===== src/pss_pkg_sync.sv =====
/*
  Shared constants and pin carrier type for the panel scan and sampling
  control block, and the two-flop input synchroniser it uses.
  Assumes a single 40 MHz core clock with a synchronous active-low reset.
*/
`timescale 1ns/1ps
`default_nettype none

package pss_pkg;
  localparam int CLK_PERIOD_NS = 25;
  // Sample-and-hold disable time after the output latch
  localparam int DIS_TIME_NS = 8000;
  localparam int DIS_CYC_INT = (DIS_TIME_NS + CLK_PERIOD_NS - 1)
                               / CLK_PERIOD_NS;
  localparam logic [8:0] DIS_CYC = 9'(DIS_CYC_INT);
  localparam logic [8:0] COL_FIRST = 9'h000;
  localparam logic [8:0] COL_LAST = 9'h1df;
  localparam logic [7:0] ROW_FIRST = 8'h00;
  localparam logic [7:0] ROW_LAST = 8'he9;
  localparam logic [2:0] MASK_NONE = 3'h0;
  localparam logic [2:0] MASK_A = 3'h1;
  localparam logic [2:0] MASK_B = 3'h2;
  localparam logic [2:0] MASK_C = 3'h4;
  localparam logic [2:0] MASK_ALL = 3'h7;
  localparam logic BANK_RST = 1'b0;

  typedef struct packed {
    logic supplies;
    logic hdir;
    logic vdir;
    logic mode;
    logic phase_a;
    logic phase_b;
    logic phase_c;
    logic latch;
    logic row_oe;
    logic row_clk;
    logic frame;
    logic left_in;
    logic right_in;
  } pss_pins_type;

  localparam pss_pins_type PINS_RST = '0;

  typedef enum logic [1:0] {
    PSS_IDLE = 2'b00,
    PSS_SAMPLE_A = 2'b01,
    PSS_SAMPLE_B = 2'b10,
    PSS_SAMPLE_C = 2'b11
  } pss_col_state_type;
endpackage

module pss_sync #(
  parameter int W = 1
) (
  input wire logic core_clk,
  input wire logic rst_n,
  input wire logic [W-1:0] d,
  output logic [W-1:0] q
);
  logic [W-1:0] meta_q;

  // First stage feeds only the second stage
  always_ff @(posedge core_clk) begin
    if (!rst_n) begin
      meta_q <= '0;
      q <= '0;
    end else begin
      meta_q <= d;
      q <= meta_q;
    end
  end
endmodule

`default_nettype wire


===== src/pss_panel.sv =====
/*
  Panel-side scan and sampling logic: column sampler with line start
  cascade, output latch handling, row scanner, and protocol monitors.
  Assumes all panel pins are asynchronous to core_clk and that the
  external timing controller drives phases no faster than the clock
  can resolve (each level lasts at least three core clocks).
*/
// Summary of operation
// - Horizontal select high drives the left start pin, low the right one.
// - Sampling select high samples all colours on phase a, low one per phase.
// - A latch rise swaps the sample-and-hold bank and drives the new line.
// - A high latch holds the column shift reset and lasts one sample period.
// - Row outputs are enabled only while the row output enable is high.
// - Rows step on the row shift clock and restart at a frame start.
// - Either start pin carries line start; direction picks the input.
`timescale 1ns/1ps
`default_nettype none

module pss_panel
  import pss_pkg::*;
(
  input wire logic core_clk,
  input wire logic rst_n,
  input wire logic supplies_on,
  input wire logic scan_right_sel,
  input wire logic scan_down_sel,
  input wire logic sampling_method_select,
  input wire logic sample_clock_phase_a,
  input wire logic sample_clock_phase_b,
  input wire logic sample_clock_phase_c,
  input wire logic source_output_latch,
  input wire logic row_output_enable,
  input wire logic row_shift_clk,
  input wire logic frame_start_pulse,
  input wire logic left_line_start_i,
  output logic left_line_start_o,
  output logic left_line_start_oe,
  input wire logic right_line_start_i,
  output logic right_line_start_o,
  output logic right_line_start_oe,
  input wire logic err_clear,
  output logic sample_strobe,
  output logic [2:0] sample_color_mask,
  output logic [8:0] sample_column,
  output logic hold_bank,
  output logic column_drive_active,
  output logic [7:0] row_index,
  output logic row_active,
  output logic row_drive_en,
  output logic latch_width_err,
  output logic disable_time_err,
  output logic phase_hold_err
);
  pss_pins_type pins_raw;
  pss_pins_type pins_s;
  pss_pins_type pins_p_q;
  pss_col_state_type col_state_q, col_state_d;
  logic [8:0] col_cnt_q, col_cnt_d;
  logic start_out_q, start_out_d;
  logic strobe_q, left_oe_q, right_oe_q;
  logic [2:0] mask_q;
  logic [8:0] column_q;
  logic bank_q, drive_q, latch_seen_q;
  logic [8:0] dis_cnt_q;
  logic [7:0] row_q;
  logic row_act_q, row_en_q;
  logic lw_err_q, dt_err_q, ph_err_q;

  assign pins_raw = '{supplies: supplies_on, hdir: scan_right_sel,
    vdir: scan_down_sel, mode: sampling_method_select,
    phase_a: sample_clock_phase_a, phase_b: sample_clock_phase_b,
    phase_c: sample_clock_phase_c, latch: source_output_latch,
    row_oe: row_output_enable, row_clk: row_shift_clk,
    frame: frame_start_pulse, left_in: left_line_start_i,
    right_in: right_line_start_i};

  pss_sync #(.W($bits(pss_pins_type))) u_sync (
    .core_clk(core_clk),
    .rst_n(rst_n),
    .d(pins_raw),
    .q(pins_s)
  );

  // Edge detection on the synchronised copies only
  always_ff @(posedge core_clk) begin
    if (!rst_n) pins_p_q <= PINS_RST;
    else pins_p_q <= pins_s;
  end

  wire pwr = pins_s.supplies;
  wire rise_a = pins_s.phase_a & ~pins_p_q.phase_a;
  wire rise_b = pins_s.phase_b & ~pins_p_q.phase_b;
  wire rise_c = pins_s.phase_c & ~pins_p_q.phase_c;
  wire tog_bc = (pins_s.phase_b ^ pins_p_q.phase_b)
              | (pins_s.phase_c ^ pins_p_q.phase_c);
  wire latch_rise = pins_s.latch & ~pins_p_q.latch;
  wire latch_fall = ~pins_s.latch & pins_p_q.latch;
  wire row_rise = pins_s.row_clk & ~pins_p_q.row_clk;
  // Input pin is the right one when the select is high
  wire start_in = pins_s.hdir ? pins_s.right_in : pins_s.left_in;
  wire start_prev = pins_s.hdir ? pins_p_q.right_in : pins_p_q.left_in;
  wire start_rise = start_in & ~start_prev;

  // Column sampler decode
  wire in_a = (col_state_q == PSS_SAMPLE_A) & rise_a;
  wire in_b = (col_state_q == PSS_SAMPLE_B) & rise_b & ~pins_s.mode;
  wire in_c = (col_state_q == PSS_SAMPLE_C) & rise_c & ~pins_s.mode;
  wire stb_w = pwr & ~pins_s.latch & (in_a | in_b | in_c);
  wire [2:0] mask_w = in_a ? (pins_s.mode ? MASK_ALL : MASK_A)
                    : in_b ? MASK_B : in_c ? MASK_C : MASK_NONE;
  wire adv_w = stb_w & (in_c | (in_a & pins_s.mode));
  wire at_last = (col_cnt_q == COL_LAST);
  wire [8:0] phys_col = pins_s.hdir ? 9'(COL_LAST - col_cnt_q) : col_cnt_q;

  always_comb begin
    col_state_d = col_state_q;
    col_cnt_d = col_cnt_q;
    start_out_d = start_out_q & ~rise_a;
    if (!pwr || pins_s.latch) begin
      // Latch high holds the column shift register in reset
      col_state_d = PSS_IDLE;
      col_cnt_d = COL_FIRST;
      start_out_d = 1'b0;
    end else begin
      case (col_state_q)
        PSS_IDLE: begin
          if (rise_a && start_in) begin
            col_state_d = PSS_SAMPLE_A;
            col_cnt_d = COL_FIRST;
          end
        end
        PSS_SAMPLE_A: begin
          if (in_a) col_state_d = pins_s.mode ? PSS_SAMPLE_A : PSS_SAMPLE_B;
        end
        PSS_SAMPLE_B: begin
          if (in_b) col_state_d = PSS_SAMPLE_C;
        end
        PSS_SAMPLE_C: begin
          if (in_c) col_state_d = PSS_SAMPLE_A;
        end
        default: col_state_d = PSS_IDLE;
      endcase
      if (adv_w) begin
        if (at_last) begin
          // Cascade the start pulse out of the far pin
          col_state_d = PSS_IDLE;
          start_out_d = 1'b1;
        end else begin
          col_cnt_d = 9'(col_cnt_q + 9'h001);
        end
      end
    end
  end

  always_ff @(posedge core_clk) begin
    if (!rst_n) begin
      col_state_q <= PSS_IDLE;
      col_cnt_q <= COL_FIRST;
      start_out_q <= 1'b0;
      strobe_q <= 1'b0;
      mask_q <= MASK_NONE;
      column_q <= COL_FIRST;
    end else begin
      col_state_q <= col_state_d;
      col_cnt_q <= col_cnt_d;
      start_out_q <= start_out_d;
      strobe_q <= stb_w;
      mask_q <= mask_w;
      column_q <= phys_col;
    end
  end

  // Pin direction; nothing driven before supplies are on
  always_ff @(posedge core_clk) begin
    if (!rst_n) begin
      left_oe_q <= 1'b0;
      right_oe_q <= 1'b0;
    end else begin
      left_oe_q <= pwr & pins_s.hdir;
      right_oe_q <= pwr & ~pins_s.hdir;
    end
  end

  // Latch: bank swap on rise, width and disable-time monitors
  always_ff @(posedge core_clk) begin
    if (!rst_n) begin
      bank_q <= BANK_RST;
      drive_q <= 1'b0;
      latch_seen_q <= 1'b0;
      dis_cnt_q <= 9'h000;
      lw_err_q <= 1'b0;
      dt_err_q <= 1'b0;
      ph_err_q <= 1'b0;
    end else if (!pwr) begin
      drive_q <= 1'b0;
      latch_seen_q <= 1'b0;
      dis_cnt_q <= 9'h000;
    end else begin
      if (latch_rise) bank_q <= ~bank_q;
      if (latch_rise) drive_q <= 1'b1;
      if (latch_rise) latch_seen_q <= 1'b0;
      else if (pins_s.latch && rise_a) latch_seen_q <= 1'b1;
      if (latch_fall) dis_cnt_q <= DIS_CYC;
      else if (dis_cnt_q != 9'h000) dis_cnt_q <= 9'(dis_cnt_q - 9'h001);
      // Set wins over a simultaneous clear
      lw_err_q <= (latch_fall & ~latch_seen_q) | (lw_err_q & ~err_clear);
      dt_err_q <= (start_rise & (dis_cnt_q != 9'h000))
                | (dt_err_q & ~err_clear);
      ph_err_q <= (pins_s.mode & tog_bc) | (ph_err_q & ~err_clear);
    end
  end

  // Row scanner
  wire [7:0] row_start = pins_s.vdir ? ROW_FIRST : ROW_LAST;
  wire row_end = pins_s.vdir ? (row_q == ROW_LAST) : (row_q == ROW_FIRST);
  wire [7:0] row_step = pins_s.vdir ? 8'(row_q + 8'h01) : 8'(row_q - 8'h01);

  always_ff @(posedge core_clk) begin
    if (!rst_n) begin
      row_q <= ROW_FIRST;
      row_act_q <= 1'b0;
      row_en_q <= 1'b0;
    end else begin
      if (!pwr) begin
        row_act_q <= 1'b0;
      end else if (row_rise) begin
        if (pins_s.frame) begin
          row_q <= row_start;
          row_act_q <= 1'b1;
        end else if (row_act_q) begin
          row_q <= row_step;
          row_act_q <= ~row_end;
        end
      end
      row_en_q <= pwr & pins_s.row_oe & row_act_q;
    end
  end

  assign left_line_start_o = start_out_q;
  assign right_line_start_o = start_out_q;
  assign left_line_start_oe = left_oe_q;
  assign right_line_start_oe = right_oe_q;
  assign sample_strobe = strobe_q;
  assign sample_color_mask = mask_q;
  assign sample_column = column_q;
  assign hold_bank = bank_q;
  assign column_drive_active = drive_q;
  assign row_index = row_q;
  assign row_active = row_act_q;
  assign row_drive_en = row_en_q;
  assign latch_width_err = lw_err_q;
  assign disable_time_err = dt_err_q;
  assign phase_hold_err = ph_err_q;
endmodule

`default_nettype wire


===== config.mk =====
export PLATFORM = sky130hd
export DESIGN_NAME = pss_panel
export DESIGN_NICKNAME = d
export VERILOG_FILES = /design/src/pss_pkg_sync.sv /design/src/pss_panel.sv
export SDC_FILE = /design/constraint.sdc
export NUM_CORES = 1
export LEC_CHECK = 0
export ABC_AREA = 1
export BUFFER_PORTS_ARGS = -buffer_cell sky130_fd_sc_hd__clkbuf_2
export CAP_MARGIN = 15
export CORE_UTILIZATION = 30
export CTS_CLUSTER_SIZE = 30
export DETAILED_ROUTE_END_ITERATION = 10
export PLACE_DENSITY = 0.44
export SKIP_LAST_GASP = 1
export SYNTH_ARGS = -nofsm -noshare
export SYNTH_HDL_FRONTEND = slang
export SYNTH_HIERARCHICAL = 1
export SYNTH_SLANG_ARGS = --single-unit

===== constraint.sdc =====
create_clock -name core_clk -period 2 [get_ports core_clk]
set_input_delay 0 -clock core_clk [delete_from_list [all_inputs] [get_ports core_clk]]
set_output_delay 0 -clock core_clk [all_outputs]
set_load 0.01 [all_outputs]

; ---- Word-level counts from Yosys, hierarchy flattened
; Cells that the tools add are included.
; Widths: inputs -> output; s select.
[totals]
register_bits = 85
in_bits = 16
output_inout_bits = 32
[op_classes]
addsub = 5
eq_ne = 5
muxes = 30
bitwise_logic = 52
n_reduce_logical = 15
[ops]
columns = op, n
row1 = $mux 9, 7
row2 = $mux 8, 4
row3 = $and 1x1->1, 27
row4 = $not 1->1, 16
row5 = $mux 2, 7
row6 = $mux 3, 4
row7 = $add 9x1->9 const B, 1
row8 = $eq 9x9->1 const B, 1
row9 = $reduce_bool 9->1, 1
row10 = $sub 9x1->9 const B, 1
row11 = $sub 9x9->9 const A, 1
row12 = $add 8x1->8 const B, 1
row13 = $eq 8x8->1 const B, 1
row14 = $logic_not 8->1, 1
row15 = $pmux 2 s4, 1
row16 = $sub 8x1->8 const B, 1
row17 = $mux 1, 7
row18 = $or 1x1->1, 7
row19 = $reduce_or 3->1, 2
row20 = $eq 2x2->1 const B, 2
row21 = $reduce_and 2->1, 2
row22 = $reduce_bool 2->1, 2
row23 = $reduce_and 3->1, 1
row24 = $eq 2x1->1 const B, 1
row25 = other kinds (6), 8

; ---- Depth between registers and ports, before layout
[logic_depth]
word_depth = 9
depth_mapped = 11
depth_no_buf = 11

; ---- Hierarchy
; Netlist, hierarchy kept.
[by_module_without_submodules]
columns = mod, n_inst, cells_per_inst, area_each_um2
row1 = pss_panel, 1, 426, 3067.9
row2 = pss_sync, 1, 81, 749.5

; ---- Least setup slack after synthesis
; No wires, ideal clock.
[synth_timing]
path_kind = register to register
startpoint = reg u_sync.q[10]
endpoint = reg row_q[7], in the netlist row_index[7]
setup_ps = 110
t_arrival_ps = 1508
required_time_ps = 1890
path_slack_ps = 382
path_stages_with_launch = 10
path_buffers = 0
period_less_slack_ps = 1618
path_cell_list = dfxtp_1 > inv_1 > ha_1 > or2_2 > nand3_1 > nand3_1 > nand3_1 > nand2_1 > inv_1 > nor2_1
[synth_via]
elab_chain_cells = 3
word_cells_on_any_way = 4
cone_classes = mux (4)
[synth_rtl]
columns = element, line
row1 = "start, declared", pss_pkg_sync.sv:59  ; output logic [W-1:0] q
row2 = "start signal, assigned", pss_pkg_sync.sv:70  ; q <= meta_q;
row3 = $mux 8, pss_panel.sv:216  ; wire [7:0] row_step = pins_s.vdir ? 8'(row_q + 8'h01) : 8'(row_q - 8'h01);
row4 = $mux 8, pss_panel.sv:230  ; end else if (row_act_q) begin
row5 = $mux 8 *, pss_panel.sv:227  ; if (pins_s.frame) begin
row6 = "end signal, assigned", pss_panel.sv:228  ; row_q <= row_start;
row7 = "end signal, assigned", pss_panel.sv:231  ; row_q <= row_step;
row8 = "end, declared", pss_panel.sv:65  ; logic [7:0] row_q;
; Every way passes the cells marked *; elsewhere a longest branch is shown, timed or not. The select of a mux whose other input is x is not followed.
; A chain may end at the register's enable or synchronous reset.

; ---- Worst setup path after layout
; Ends and elaborated chain as after synthesis.

==> run summary <==
Layout cell share with drive strength beyond 1 -> 0.168
CP arrival -> 2.12 ns
Syn avg cell area -> 7.53 um2
WP buf/inv -> 2
Leakage dissipation -> 2.31 nW
Core area -> 12200 um2
Clock transition at path regs -> 0.06 ns
Buffers on Ports -> 47
Post-synth design cell area -> 3820 um2
Rows -> 40
Final Skew -> 0.00713 ns
Fin crit share -> 0.918
Net count after synthesis -> 538
Hold path startpoint -> err_clear
Top FF cell, synth -> dfxtp_1
Slew HR -> 0.623
Post-route ant nets -> 0
Setup CP Type -> reg2reg
GR Overflow Total -> 0
Total track usage -> 0.142
Setup ws final -> 0.165 ns
Area Growth Syn to Fin -> 21.5%
Syn Inst Count -> 507
Final min period -> 1.84 ns
Yosys warnings -> 6
WP data required -> 2.28 ns
Largest stage delay, worst path -> 0.42 ns
ANT cells -> 0
Hpwl dp -> 6.12 mm
Die Wd -> 115 um
H-tree depth -> 3
Most frequent cell on the critical path -> nand2_1
Number of flops mapped to enable cells by yosys -> 0
Critical Path Slowest Stage Cell -> dfxtp_1
Largest net degree at the start of global routing -> 31
F_max -> 0.545 GHz
Slew Viols, Final -> 0
Worst Hold Class -> in2reg
Number of global-route vias before repair -> 3025
Drt initial violations -> 92
TritonCTS clock tree -> built
Setup violators final -> 0
Starting density of the core -> 0.313
Startpoint type of the worst setup path -> flip-flop
I/O pins -> 48
Post-synthesis cell type count -> 32
Post-CTS Resized -> 0
WHS -> 0.0133 ns
Via density -> 4.28
CTS Buf Count -> 9
TNS Setup -> 0 ns
Power Dens Cells -> 776 nW/um2
Worst-Margin Slew -> 0.564 ns
DP Cell Count -> 715
Final routed DRC violation total -> 0
Routed wire length per instance -> 11.3 um
Max-cap violations -> 0
Worst Setup SP -> u_sync/q[10]
Setup Fix Bufs, Post-CTS -> 0
Drt total wl -> 8.43 mm
Total die area -> 13200 um2
Synthesized flop and latch total -> 85
CP endpoint kind -> flip-flop
Initial antenna violation count -> 0
Share of flip-flops with an asynchronous set or reset -> 0
Die Ht -> 115 um
Max VDD drop -> 0.000464 V
Fin cells -> 744
Crit-path cells -> inv_1 -> ha_1 -> or2_2 -> nand3_1 -> nand2_1 -> nand2_1 -> nand3_1 -> nand2_1 -> inv_1 -> nor2_1
Routability cong. -> 0.783
Hold Fails Final Rpt -> 0
TritonRoute pass-1 iters -> 4
Clk_lat worst skew -> 0.35 ns
Worst slack at placement -> 0.176 ns
CTS max path bufs -> 2
Crit Path Max Fanout -> 8
First-pass GRT wire length -> 14.2 mm
Fin nets -> 602
Via Count -> 3186
CP top delay family -> simple AND/OR/NAND/NOR gates
R2r startpoint -> u_sync/q[10]
Run status -> completed
Cell Area, Placed -> 4210 um2
Clock root buffer -> clkbuf_16
Clk sinks -> 85
Post-synthesis sequential area ratio -> 0.446
Final Cell Area -> 4640 um2
RSZ-0062 raised after global routing -> false
-- worst min-delay path, stage by stage --
cell and delay, ns:
clkbuf_2 0.09, nand2_1 0.10, nand2_1 0.08, a21oi_1 0.05
-- cells by family (layout without fill, tap and decap cells) --
kind of cell	Yosys count	after routing	share of synthesized area
flip-flops	85	85	0.446
AND/OR/NAND/NOR	237	237	0.273
adder cells (fa/ha/maj)	15	15	0.0511
XOR/XNOR	12	12	0.0275
buffers and inverters	101	170	0.115
AO/OA/AOI/OAI	57	57	0.0875
-- repair_timing --
item                                    CTS  global route
hold endpoints to repair                 13             0
endpoints found under the setup margin    0             0
hold buffers                             13             0
-- state kept, by name (all words and copies together) (netlist names) --
register and cells:
col_cnt_q 9, col_state_q 2, right_line_start_oe 1, latch_width_err 1, u_sync/q 13, dis_cnt_q 9
column_drive_active 1, sample_column 9, left_line_start_oe 1, disable_time_err 1, row_drive_en 1, hold_bank 1
u_sync/meta_q 13, sample_strobe 1, pins_p_q 7, latch_seen_q 1, row_index 8, left_line_start_o 1
row_active 1, sample_color_mask 3, phase_hold_err 1
-- layout make-up --
class                      instances  area, um2
fill                            1340       7570
timing repair buffer              66        410
clock inverter                     4       56.3
multi-input combinational        321       1680
clock buffer                      12        246
sequential                        85       1700
tap                              168        210
inverter                          88        338
-- path summary, 6_finish.rpt --
check                          to  slack [ns]  depth (start not counted)
hold reg to reg       u_sync/q[6]        0.41                          2
setup / recovery     row_index[7]        0.16                         10
hold / removal    latch_width_err        0.01                          4
setup reg to reg     row_index[7]        0.16                         10
-- cell usage after synthesis (6+ instances only) --
cell type,number,share of area
xnor2_1,6,0.014
buf_6,6,0.018
inv_1,82,0.081
nand3_1,34,0.045
nor2_1,41,0.040
xor2_1,6,0.014
ha_1,14,0.046
o21ai_0,16,0.021
nand2_2,7,0.011
a21oi_1,27,0.035
nand4_1,12,0.020
dfxtp_1,85,0.45
nand2_1,129,0.13
a21oi_2,9,0.021
-- through the flow --
| step | util | power, mW |
|---|---|---|
| 2_1_floorplan | - | 1.88 |
| 3_3_place_gp | 0.344 | 1.92 |
| 3_5_place_dp | 0.344 | 1.92 |
| 4_1_cts | 0.380 | 3.67 |
| 5_1_grt | 0.380 | 3.76 |
| 6_report | 0.380 | 3.60 |
-- report_power, final --
| group | leakage [nW] | internal, mW | switching [mW] |
|---|---|---|---|
| clock | 0.147 | 1.01 | 0.688 |
| sequential | 0.692 | 1.73 | 0.0156 |
| combinational | 1.47 | 0.0653 | 0.0917 |
-- layout by cell type (no fill, tap or decap) --
master	instances
inv_8	1
clkbuf_8	1
dfxtp_1	85
inv_1	82
inv_2	4
inv_6	1
clkinv_1	1
or2_2	2
xnor2_1	6
a21oi_1	27
nor2_1	41
clkbuf_16	9
nor3_1	3
ha_1	14
nand3_2	2
nor2_2	3
fa_1	1
clkinv_4	2
buf_4	6
nand3_4	1
a21oi_2	9
dlygate4sd3_1	13
nor3_4	1
nand2_2	7
nor3b_1	1
nand2_1	129
and3_1	1
clkbuf_2	47
a32oi_1	1
a211oi_1	3
nand3_1	34
a221oi_1	1
nand4_1	12
bufinv_16	1
o21ai_0	16
clkbuf_1	2
xor2_1	6
-- per-layer routing --
layer | up-vias | routed length [um] | GRT usage
li1 | 1712 | - | -
met1 | 1410 | 4280 | 0.182
met2 | 51 | 3670 | 0.221
met3 | 13 | 345 | 0.0469
met4 | 0 | 139 | 0.0545
met5 | - | 0 | 0
Note: power is estimated with default switching activity, not from simulation.
